$ cat src/verilog/cia_defs.svh
// Purpose: constants for the cutter interlock and air control block
// Assumes: 10 MHz clk_sys, AXI4-Lite with 32-bit data
// Notes: byte offsets of the register words
`ifndef CIA_DEFS_SVH
`define CIA_DEFS_SVH
`define CIA_ADDR_W 5
`define CIA_OFF_CTRL 5'h00
`define CIA_OFF_TARGET 5'h04
`define CIA_OFF_LIMITS 5'h08
`define CIA_OFF_STATUS 5'h0c
`define CIA_OFF_STEP 5'h10
`define CIA_POS_W 16
`define CIA_STEP_W 8
`define CIA_DEB_US 5
`define CIA_CLK_MHZ 10
`define CIA_DEB_CYC ((`CIA_DEB_US * `CIA_CLK_MHZ))
`define CIA_CTRL_AUTO 0
`define CIA_CTRL_AIR 1
`define CIA_CTRL_AAC 2
`define CIA_CTRL_PUSH 3
`define CIA_CTRL_REV 4
`define CIA_CTRL_CAL 5
`define CIA_CTRL_MOVE 6
`define CIA_CTRL_DRIVE 7
`define CIA_CTRL_NEWSTEP 8
`define CIA_CTRL_WDOG 9
`define CIA_NIN 8
`define CIA_RESP_OKAY 2'b00
`define CIA_RESP_SLVERR 2'b10
`endif

$ cat src/verilog/cia_pkg.sv
// Purpose: types for the cutter interlock and air control block
// Assumes: nothing beyond the defs header
// Notes: fault classes only
package cia_pkg;
    typedef enum logic [1:0] {cia_ok, cia_minor, cia_major} cia_fault_type;
endpackage

$ cat src/verilog/cia_top.sv
// Purpose: interlock, air and fault control of a cutter backgauge
// Assumes: raw pins asynchronous, keypad gives one level for any key
// Notes: registers over AXI4-Lite, no interrupt
//
// Local design decisions: the AXI4-Lite interface to the registers and the register addresses.
`timescale 1ns/1ps
`include "cia_defs.svh"
module cia_top
    import cia_pkg::*;
(
    input wire logic clk_sys,
    input wire logic sys_rst,
    input wire logic pin_clamp_down,
    input wire logic pin_knife_down,
    input wire logic pin_false_clamp,
    input wire logic pin_pos_covered,
    input wire logic pin_handwheel,
    input wire logic pin_curtain,
    input wire logic pin_any_key,
    input wire logic pin_spare,
    input wire logic [`CIA_ADDR_W-1:0] s_axi_awaddr,
    input wire logic s_axi_awvalid,
    output logic s_axi_awready,
    input wire logic [31:0] s_axi_wdata,
    input wire logic [3:0] s_axi_wstrb,
    input wire logic s_axi_wvalid,
    output logic s_axi_wready,
    output logic [1:0] s_axi_bresp,
    output logic s_axi_bvalid,
    input wire logic s_axi_bready,
    input wire logic [`CIA_ADDR_W-1:0] s_axi_araddr,
    input wire logic s_axi_arvalid,
    output logic s_axi_arready,
    output logic [31:0] s_axi_rdata,
    output logic [1:0] s_axi_rresp,
    output logic s_axi_rvalid,
    input wire logic s_axi_rready,
    output logic motor_enable,
    output logic auto_correct,
    output logic air_motor,
    output logic air_solenoid,
    output logic load_enable,
    output logic cut_enable,
    output logic step_advance
);

////////////////////////////////////////////////////////////////////////////
// input conditioning
logic [`CIA_NIN-1:0] raw_in, sync1, sync2, deb;
assign raw_in = {pin_spare, pin_any_key, pin_curtain, pin_handwheel,
    pin_pos_covered, pin_false_clamp, pin_knife_down, pin_clamp_down};

always_ff @(posedge clk_sys)
begin
    sync1 <= raw_in;
    sync2 <= sync1;
end
// a level must hold the whole window to count, so contact bounce is lost
genvar gi;
generate
    for (gi = 0; gi < `CIA_NIN; gi++)
    begin : g_deb
        logic [7:0] cnt;
        logic [7:0] next_cnt;
        logic next_deb;
        always_comb
        begin
            next_cnt = 8'h00;
            next_deb = deb[gi];
            if (sync2[gi] != deb[gi])
            begin
                next_cnt = cnt + 8'h01;
                if (cnt == 8'(`CIA_DEB_CYC - 1))
                begin
                    next_deb = sync2[gi];
                    next_cnt = 8'h00;
                end
            end
        end
        always_ff @(posedge clk_sys)
        begin
            if (sys_rst)
            begin
                cnt <= 8'h00;
                deb[gi] <= 1'b0;
            end
            else
            begin
                cnt <= next_cnt;
                deb[gi] <= next_deb;
            end
        end
    end
endgenerate
logic clamp_dn, knife_dn, fclamp, pos_cov, hwheel, curtain, key;
assign {key, curtain, hwheel, pos_cov, fclamp, knife_dn, clamp_dn} =
    deb[6:0];

////////////////////////////////////////////////////////////////////////////
// register file and AXI4-Lite slave
logic [9:0] ctrl;
logic [`CIA_POS_W-1:0] target, tbl_min, tbl_max, fc_size;
logic [`CIA_STEP_W-1:0] step;
logic [31:0] status_word;
logic aw_held, w_held, tgt_wr;
logic [`CIA_ADDR_W-1:0] aw_addr;
logic [31:0] w_data;
logic [3:0] w_strb;
logic [9:0] next_ctrl;
logic [`CIA_POS_W-1:0] next_target, next_tbl_min, next_tbl_max, next_fc_size;
logic [31:0] wmask;
logic do_write;
logic step_inc;

assign do_write = aw_held && w_held && !s_axi_bvalid;
assign wmask = {{8{w_strb[3]}}, {8{w_strb[2]}},
    {8{w_strb[1]}}, {8{w_strb[0]}}};
function automatic logic [31:0] merge(input logic [31:0] old,
    input logic [31:0] nw, input logic [31:0] m);
    merge = (old & ~m) | (nw & m);
endfunction
always_comb
begin
    next_ctrl = ctrl;
    next_target = target;
    next_tbl_min = tbl_min;
    next_tbl_max = tbl_max;
    next_fc_size = fc_size;
    // command bits are one-shot and self-clear
    next_ctrl[`CIA_CTRL_MOVE] = 1'b0;
    next_ctrl[`CIA_CTRL_NEWSTEP] = 1'b0;
    next_ctrl[`CIA_CTRL_WDOG] = 1'b0;
    if (step_inc)
        next_ctrl[`CIA_CTRL_AAC] = 1'b0;
    if (do_write)
    begin
        unique case (aw_addr)
            `CIA_OFF_CTRL:
            begin
                next_ctrl = 10'(merge({22'h0, ctrl}, w_data, wmask));
                if (next_ctrl[`CIA_CTRL_NEWSTEP])
                    next_ctrl[`CIA_CTRL_AAC] = 1'b0;
            end
            `CIA_OFF_TARGET:
                next_target = 16'(merge({16'h0, target}, w_data, wmask));
            `CIA_OFF_LIMITS:
                {next_tbl_max, next_tbl_min} =
                    merge({tbl_max, tbl_min}, w_data, wmask);
            `CIA_OFF_STEP:
                next_fc_size = 16'(merge({16'h0, fc_size}, w_data, wmask));
            default:
                next_target = target;
        endcase
    end
end
logic wr_ok, rd_ok;
assign wr_ok = (aw_addr == `CIA_OFF_CTRL) || (aw_addr == `CIA_OFF_TARGET)
    || (aw_addr == `CIA_OFF_LIMITS) || (aw_addr == `CIA_OFF_STEP);
assign rd_ok = (s_axi_araddr <= `CIA_OFF_STEP) && (s_axi_araddr[1:0] == 2'b00);

always_ff @(posedge clk_sys)
begin
    if (sys_rst)
    begin
        ctrl <= 10'h000;
        target <= 16'h0000;
        tbl_min <= 16'h0000;
        tbl_max <= 16'hffff;
        fc_size <= 16'h0000;
        aw_held <= 1'b0;
        w_held <= 1'b0;
        aw_addr <= 5'h00;
        w_data <= 32'h0;
        w_strb <= 4'h0;
        s_axi_bvalid <= 1'b0;
        s_axi_bresp <= `CIA_RESP_OKAY;
        s_axi_rvalid <= 1'b0;
        s_axi_rdata <= 32'h0;
        s_axi_rresp <= `CIA_RESP_OKAY;
        tgt_wr <= 1'b0;
        s_axi_awready <= 1'b1;
        s_axi_wready <= 1'b1;
        s_axi_arready <= 1'b1;
    end
    else
    begin
        ctrl <= next_ctrl;
        target <= next_target;
        tbl_min <= next_tbl_min;
        tbl_max <= next_tbl_max;
        fc_size <= next_fc_size;
        tgt_wr <= do_write && (aw_addr == `CIA_OFF_TARGET);
        if (s_axi_awvalid && s_axi_awready)
        begin
            aw_held <= 1'b1;
            s_axi_awready <= 1'b0;
            aw_addr <= s_axi_awaddr;
        end
        if (s_axi_wvalid && s_axi_wready)
        begin
            w_held <= 1'b1;
            s_axi_wready <= 1'b0;
            w_data <= s_axi_wdata;
            w_strb <= s_axi_wstrb;
        end
        if (do_write)
        begin
            aw_held <= 1'b0;
            w_held <= 1'b0;
            s_axi_awready <= 1'b1;
            s_axi_wready <= 1'b1;
            s_axi_bvalid <= 1'b1;
            s_axi_bresp <= wr_ok ? `CIA_RESP_OKAY : `CIA_RESP_SLVERR;
        end
        else if (s_axi_bvalid && s_axi_bready)
            s_axi_bvalid <= 1'b0;
        if (s_axi_arvalid && s_axi_arready)
        begin
            s_axi_rvalid <= 1'b1;
            s_axi_arready <= 1'b0;
            s_axi_rresp <= rd_ok ? `CIA_RESP_OKAY : `CIA_RESP_SLVERR;
            unique case (s_axi_araddr)
                `CIA_OFF_CTRL: s_axi_rdata <= {22'h0, ctrl};
                `CIA_OFF_TARGET: s_axi_rdata <= {16'h0, target};
                `CIA_OFF_LIMITS: s_axi_rdata <= {tbl_max, tbl_min};
                `CIA_OFF_STATUS: s_axi_rdata <= status_word;
                `CIA_OFF_STEP: s_axi_rdata <= {8'h0, step, fc_size};
                default: s_axi_rdata <= 32'h0;
            endcase
        end
        else if (s_axi_rvalid && s_axi_rready)
        begin
            s_axi_rvalid <= 1'b0;
            s_axi_arready <= 1'b1;
        end
    end
end
////////////////////////////////////////////////////////////////////////////
// sequencing, interlock, air and faults
cia_fault_type fault, next_fault;
logic powered, next_powered;
logic clamp_seen, next_clamp_seen;
logic hw_prev, key_prev, knife_prev;
logic next_auto_correct, next_air, range_bad, fc_bad;
logic key_edge;
logic [`CIA_STEP_W-1:0] next_step;
logic [`CIA_POS_W-1:0] min_lim;

assign key_edge = key && !key_prev;
assign min_lim = fclamp ? ((fc_size > tbl_min) ? fc_size : tbl_min)
    : tbl_min;
assign range_bad = (target < tbl_min) || (target > tbl_max);
assign fc_bad = fclamp && (target < min_lim);
// a remaining cause re-raises the minor fault at every key release
logic recheck;
assign recheck = (fault == cia_ok) && (range_bad || fc_bad) && key_prev
    && !key;
always_comb
begin
    next_powered = powered || curtain;
    next_clamp_seen = clamp_seen;
    next_step = step;
    step_inc = 1'b0;
    next_fault = fault;
    next_auto_correct = auto_correct;
    if (clamp_dn)
        next_clamp_seen = 1'b1;
    // in auto mode, knife coming down after the clamp went down ends one cut cycle
    if (ctrl[`CIA_CTRL_AUTO] && clamp_seen && knife_dn && !knife_prev)
    begin
        next_step = step + 8'h01;
        step_inc = 1'b1;
        next_clamp_seen = 1'b0;
    end
    if (hw_prev && !hwheel)
        next_auto_correct = 1'b1;
    if (ctrl[`CIA_CTRL_DRIVE] || hwheel)
        next_auto_correct = 1'b0;
    else if (ctrl[`CIA_CTRL_MOVE])
        next_auto_correct = 1'b1;
    // fault evaluation: the set is checked after the clear so it wins
    if (fault == cia_minor && key_edge)
        next_fault = cia_ok;
    if (fault != cia_major && tgt_wr && (range_bad || fc_bad))
        next_fault = cia_minor;
    if (recheck)
        next_fault = cia_minor;
    if (ctrl[`CIA_CTRL_WDOG])
        next_fault = cia_major;
    if (ctrl[`CIA_CTRL_CAL] && key_edge)
        next_fault = cia_major;
    if (fault == cia_major)
        next_fault = cia_major;
    // air path
    if (ctrl[`CIA_CTRL_PUSH] || ctrl[`CIA_CTRL_REV])
        next_air = 1'b1;
    else if (clamp_dn)
        next_air = ctrl[`CIA_CTRL_AUTO] && ctrl[`CIA_CTRL_AAC];
    else
        next_air = ctrl[`CIA_CTRL_AIR];
    if (!next_powered)
        next_air = 1'b0;
end
always_ff @(posedge clk_sys)
begin
    if (sys_rst)
    begin
        fault <= cia_ok;
        powered <= 1'b0;
        clamp_seen <= 1'b0;
        step <= 8'h00;
        hw_prev <= 1'b0;
        key_prev <= 1'b0;
        knife_prev <= 1'b0;
        auto_correct <= 1'b0;
        motor_enable <= 1'b0;
        air_motor <= 1'b0;
        air_solenoid <= 1'b0;
        load_enable <= 1'b0;
        cut_enable <= 1'b1;
        step_advance <= 1'b0;
        status_word <= 32'h0;
    end
    else
    begin
        fault <= next_fault;
        powered <= next_powered;
        clamp_seen <= next_clamp_seen;
        step <= next_step;
        hw_prev <= hwheel;
        key_prev <= key;
        knife_prev <= knife_dn;
        auto_correct <= next_auto_correct;
        step_advance <= step_inc;
        motor_enable <= next_powered && !clamp_dn && !knife_dn
            && fault != cia_major && !fc_bad && !range_bad;
        air_motor <= next_air;
        air_solenoid <= next_air;
        load_enable <= next_powered && fault == cia_ok;
        cut_enable <= !next_powered || fault != cia_major;
        status_word <= {22'h0, fault, powered, hwheel, pos_cov,
            fclamp, knife_dn, clamp_dn, auto_correct, 1'b0};
    end
end

endmodule

$ cat config.mk
export PLATFORM = sky130hd
export DESIGN_NAME = cia_top
export DESIGN_NICKNAME = d
export VERILOG_FILES = /design/src/verilog/cia_pkg.sv /design/src/verilog/cia_top.sv
export VERILOG_INCLUDE_DIRS = /design/src /design/src/verilog
export SDC_FILE = /design/constraint.sdc
export NUM_CORES = 1
export LEC_CHECK = 0
export ABC_AREA = 1
export ABC_CLOCK_PERIOD_IN_PS = 3450
export BUFFER_PORTS_ARGS = -buffer_cell sky130_fd_sc_hd__clkbuf_2
export CORE_AREA = 2 2 185 187
export CTS_BUF_LIST = sky130_fd_sc_hd__clkbuf_2
export DETAILED_ROUTE_END_ITERATION = 6
export DIE_AREA = 0 0 187 189
export HOLD_SLACK_MARGIN = 0.08
export PLACE_DENSITY = 0.48
export SKIP_CTS_REPAIR_TIMING = 1
export SLEW_MARGIN = 20
export SYNTH_ARGS = -nofsm -noshare
export SYNTH_HDL_FRONTEND = slang
export SYNTH_SLANG_ARGS = --single-unit
export TNS_END_PERCENT = 1
$ cat constraint.sdc
create_clock -name clk_sys -period 3.45 [get_ports clk_sys]
set_clock_uncertainty 0.15 [all_clocks]
set_input_delay 0.69 -clock clk_sys [delete_from_list [all_inputs] [get_ports clk_sys]]
set_output_delay 0.69 -clock clk_sys [all_outputs]
set_load 0.02 [all_outputs]
==> results of run 1 <==
==> power groups by stage <==
stage | clock network [mW] | registers [mW] | logic, mW
floorplan | 0 | 3.23 | 0.209
finish | 2.07 | 3.17 | 0.399
global route | 2.35 | 3.18 | 0.454
CTS | 2.20 | 3.17 | 0.359
global placement | 0 | 3.23 | 0.354
detailed placement | 0 | 3.24 | 0.358
==> kinds of logic after synthesis <==
logic type      share of synthesized area
flops                               0.457
buf+inv                            0.0767
simple gates                        0.193
compound gates                      0.180
fa+ha+maj                          0.0839
xor+xnor                          0.00915
other cells                      0.000327
==> final timing paths <==
check,startpoint,to,cells past startpoint
setup / recovery,flip-flop,fault[1],20
hold / removal,s_axi_awvalid,s_axi_awready,4
setup reg to reg,flip-flop,fault[1],20
hold reg to reg,sync1[3],sync2[3],0
==> worst max-delay path, cell delays in order (launching register included) <==
cell and delay [ns]:
dfxtp_1 0.31, inv_1 0.09, ha_1 0.32, a21oi_1 0.14, o21ai_0 0.10, a21oi_1 0.18, nand2_2 0.09, nand2_2 0.12
buf_4 0.13, nand2_1 0.04, o21ai_0 0.07, ha_1 0.26, a21oi_1 0.16, nor2_1 0.07, a211oi_2 0.16, o221a_2 0.21
nand2_1 0.06, nand2_2 0.12, nand2_2 0.08, nand2_1 0.07, nand2_1 0.04
==> cell type report <==
| cell class | instances | area (µm²) |
|---|---|---|
| well taps | 448 | 561 |
| repair buffers | 179 | 1230 |
| multi-input cells | 1003 | 5380 |
| inverters | 179 | 673 |
| fillers | 3577 | 19600 |
| diodes | 1 | 2.50 |
| clock inverters | 11 | 41.3 |
| flip-flops and latches | 262 | 5250 |
| clock buffers | 105 | 526 |
==> cell usage after synthesis, types with 2 or more instances <==
cell and instances:
dfxtp_1 262, nand2_1 230, nor2_1 204, inv_1 177
o21ai_0 167, a21oi_1 143, ha_1 77, clkbuf_1 36
nand3_1 31, o211ai_1 22, nor3_1 17, o221ai_1 13
or2_2 13, nand4_1 11, o22ai_1 11, nor3b_1 9
nor4_1 9, buf_1 7, xor2_1 7, a211oi_1 6
buf_2 5, xnor2_1 5, a31oi_1 4, nand2_2 4
buf_4 3, o21a_1 3, nor2_2 2, nor3_2 2
==> through the flow <==
stage                     power, mW  std cells  hold slack [ns]  area [µm²]  setup slack [ns]
after floorplan                3.44       1495            0.160       11500             0.583
after global placement         3.59       2020            0.162       12500             0.326
after detailed placement       3.59       2020            0.162       12500             0.288
after CTS                      5.72       2136           -0.356       13100             0.247
after global routing           5.98       2188            0.117       13700            0.0107
final                          5.64       2188            0.130       13700             0.313
==> layer usage <==
metal	part of all wire	vias up
met2	0.45	231
li1	-	5383
met5	0	-
met1	0.49	4605
met3	0.045	46
met4	0.020	0
==> key figures, run 1 <==
Drt
  • Starting DRT DRC Count: 414
  • Antenna Nets Post-Route: 0
  • Drt first pass iters: 5
  • Via density: 4.69
  • WL final: 31800 µm
  • Via count: 10300
  • Wire per inst: 14.5 µm
  • Drc violations: 0

STA
  • # setup viols final: 0
  • Fin Setup TNS: 0 ns
  • Min Tclk post-route: 3.14 ns
  • Rel. slew slack: 0.561
  • Fin. Hold Viols: 0
  • Worst slew pin tran: 0.657 ns
  • RSZ-0062 raised after global routing: no
  • Final period utilization: 0.909
  • Fin. max-slew vios: 0
  • Max Fclk: 0.319 GHz

Clocking
  • Clk buf depth: 3
  • Clock Sinks: 262
  • TritonCTS buffer count: 74
  • CTS tree: done
  • Clk slew on worst S/H paths: 0.10 ns
  • Root Buffer: clkbuf_2
  • Worst-skew pair later-pin latency: 0.94 ns
  • CTS H-Tree Depth: 3

Floorplan
  • Standard-cell row count: 67
  • Die Width: 187 µm
  • Initial core utilization: 0.345
  • I/O Pins: 109
  • Die footprint: 35300 µm²
  • Die H: 189 µm
  • Core area: 33300 µm²

Worst setup path
  • Crit Path Max Fanout: 5
  • Worst setup EP type: flip-flop
  • Critical Path AT: 3.76 ns
  • CP required: 4.07 ns
  • Setup CP Type: reg -> reg
  • CP Launch Type: flip-flop
  • Reg2reg setup slack: 0.31 ns

Logic synthesis
  • Post-synth ARST share: 0
  • Seq/Total Area, Yosys: 0.457
  • Post-synth EDFFs: 0
  • YS warnings: 0
  • Synth Cell Area: 11500 µm²
  • Synth cell types: 42
  • FF+latch count, synth: 262
  • Top area cells in the synthesized netlist: dfxtp_1 (46%), ha_1 (8.4%), nand2_1 (7.5%), o21ai_0 (7.3%), nor2_1 (6.7%)
  • Post-synth top area share: 0.457
  • Synth area leader: dfxtp_1
  • Mapped Cells: 1494
  • Main synth FF type: dfxtp_1
  • Avg Cell Area, Syn: 7.69 µm²

Final layout
  • Layout area overhead: 18.9%
  • Most common cell after layout, fill and taps aside: dfxtp_1
  • Fin nets: 1837
  • Layout cells sized above 1: 0.152
  • Commonest non-fill, non-tap cells in the layout: dfxtp_1 (262), nand2_1 (230), clkbuf_2 (210)
  • Post-layout util: 0.410

Pwr
  • Leak Pwr: 6.05 nW
  • Sw frac: 0.282
  • Combinational share of power: 0.071
  • Seq pwr share: 0.561
  • Sw Pwr: 1.59 mW
  • Worst vdd ir: 0.217 mV
  • Internal power: 4.05 mW
  • Pwr per Cell Area: 413 nW/µm²
  • Clock power share: 0.368

Status
  • Status: complete, no violations

Place
  • GP Congestion: 0.797
  • Post-detail-place hpwl: 22400 µm
  • I/O Buffers: 105

Min path
  • Worst Hold Class: in -> reg

GRT
  • GRT Total Usage: 0.180
  • GRT busiest layer: met2
  • Vias in the first global route: 9819
  • Pin count of the biggest net entering global routing: 59
  • GR met2 Demand/Resource: 0.285
  • Met3 Track Usage GR: 0.0395
  • GR met1 Demand/Resource: 0.240
  • Antenna violations before repair: 1
  • Gr ovfl total: 0
  • First-pass GRT wire length: 50700 µm

Flow run
  • Max-Cap Viols: 0
Power figures use the tool's default switching activity.
==> run 2, diff against run 1 <==
Settings changed: ABC_CLOCK_PERIOD_IN_PS 3450 to not set, PLACE_DENSITY 0.48 to not set.
==> key figures, run 2 (same netlist as run 1, synthesis figures left out) <==
Floorplan
  • I/O Pins: 109
  • Die footprint: 35300 µm²
  • Standard-cell row count: 67
  • Core area: 33300 µm²
  • Die Width: 187 µm
  • Die H: 189 µm
  • Initial core utilization: 0.345

STA
  • Worst slew pin tran: 0.748 ns
  • Min Tclk post-route: 3.12 ns
  • RSZ-0062 raised after global routing: no
  • Rel. slew slack: 0.501
  • Fin. Hold Viols: 0
  • Final period utilization: 0.903
  • # setup viols final: 0
  • Fin Setup TNS: 0 ns
  • Max Fclk: 0.321 GHz
  • Fin. max-slew vios: 0

Worst setup path
  • Worst setup EP type: flip-flop
  • Crit Path Max Fanout: 13
  • CP required: 4.03 ns
  • Setup CP Type: reg -> reg
  • CP Launch Type: flip-flop
  • Slowest library cell on the worst path: ha_1
  • Cell depth of the worst flop-to-flop path: 20
  • CP max stage delay: 0.34 ns
  • Crit-path cells: inv_1, ha_1, a21oi_1, nand2_1, a21oi_1, nand2_2, nand2_2, buf_6, nand2_1, o21ai_0, ha_1, a21oi_1, nor2_1, a211oi_2, o221a_2, nand2_1, nand2_2, nand2_2, nand2_1, nand2_1
  • Cell mode on critical path: nand2_1
  • Critical Path AT: 3.70 ns

Drt
  • Drc violations: 0
  • Antenna Nets Post-Route: 0
  • Starting DRT DRC Count: 508
  • Drt first pass iters: 5
  • WL final: 30000 µm
  • Via density: 4.78
  • Via count: 10400
  • Wire per inst: 13.8 µm

GRT
  • Gr ovfl total: 0
  • First-pass GRT wire length: 47800 µm
  • Antenna violations before repair: 2
  • GRT Total Usage: 0.167
  • Vias in the first global route: 9620
  • Pin count of the biggest net entering global routing: 52

Clocking
  • CTS H-Tree Depth: 3
  • Worst-skew pair later-pin latency: 0.89 ns
  • TritonCTS buffer count: 69
  • CTS tree: done
  • Clk buf depth: 3
  • Root Buffer: clkbuf_2
  • Clock Sinks: 262
  • Clk slew on worst S/H paths: 0.10 ns

Pwr
  • Pwr per Cell Area: 426 nW/µm²
  • Worst vdd ir: 0.206 mV
  • Leak Pwr: 6.00 nW

Final layout
  • Most common cell after layout, fill and taps aside: dfxtp_1
  • Fin nets: 1823
  • Commonest non-fill, non-tap cells in the layout: dfxtp_1 (262), nand2_1 (230), nor2_1 (203)
  • Non-filler cells, final: 2173
  • Layout area overhead: 18.7%
  • Layout cells sized above 1: 0.144

Status
  • Status: complete, no violations

Min path
  • Hold path depth: 3
  • Worst Hold Class: in -> reg

Place
  • I/O Buffers: 105
  • DP Cell Count: 2012
  • Post-detail-place hpwl: 21500 µm
  • GP Congestion: 0.865

Flow run
  • Max-Cap Viols: 0
==> run 2: cell types whose count changed in the layout (fill, tap and decap cells not counted), sizes merged <==
cell	delta
clkinv	-2
clkinvlp	+1
diode	+2
bufinv	+4
buf	-9
inv	+1
clkbuf	-12
==> run 2: critical path: cells and delay by family (launching register included) <==
family / cells / cell delay [ns]
buffers and inverters: 2 / 0.24
adders and majority gates: 2 / 0.61
and+or+nand+nor: 10 / 0.71
AOI/OAI and AO/OA: 6 / 0.92
DFF: 1 / 0.33
==> run 2: area by class of cell <==
| cell class | count | area (µm²) |
|---|---|---|
| Clock buffer | 93 | 465 |
| Multi-Input combinational cell | 1003 | 5370 |
| Clock inverter | 15 | 165 |
| Inverter | 179 | 673 |
| Fill cell | 3460 | 19700 |
| Tap cell | 448 | 561 |
| Sequential cell | 262 | 5250 |
| Timing Repair Buffer | 170 | 1140 |
| Antenna cell | 3 | 7.51 |
==> run 2: metrics by stage <==
stage | hold WS, ns | setup WS [ns] | power, mW | util | cell area, µm²
6_report | 0.131 | 0.335 | 5.80 | 0.409 | 13600
5_1_grt | 0.0942 | 0.0209 | 6.11 | 0.409 | 13600
4_1_cts | -0.302 | 0.249 | 5.84 | 0.394 | 13100
3_5_place_dp | 0.163 | 0.329 | 3.58 | 0.375 | 12500
3_3_place_gp | 0.165 | 0.366 | 3.57 | 0.375 | 12500
2_1_floorplan | 0.160 | 0.583 | 3.44 | - | 11500
==> run 2: final timing paths <==
kind            startpoint         end  slack [ns]
min reg2reg       sync1[2]    sync2[2]        0.17
min          s_axi_awvalid  aw_addr[2]        0.13
max              flip-flop    fault[1]        0.33
max reg2reg      flip-flop    fault[1]        0.33
==> run 2: power breakdown <==
group,internal (mW),switching [mW]
Combinational,0.150,0.237
Clock,1.01,1.24
Sequential,3.10,0.0630
==> run 2: routing by layer <==
| layer | vias to the layer above | GRT usage | wire, µm |
|---|---|---|---|
| met2 | 257 | 0.277 | 14000 |
| met1 | 4712 | 0.214 | 13800 |
| met5 | - | 0 | 0 |
| met4 | 0 | 0.0623 | 604 |
| met3 | 53 | 0.0348 | 1680 |
| li1 | 5360 | - | - |
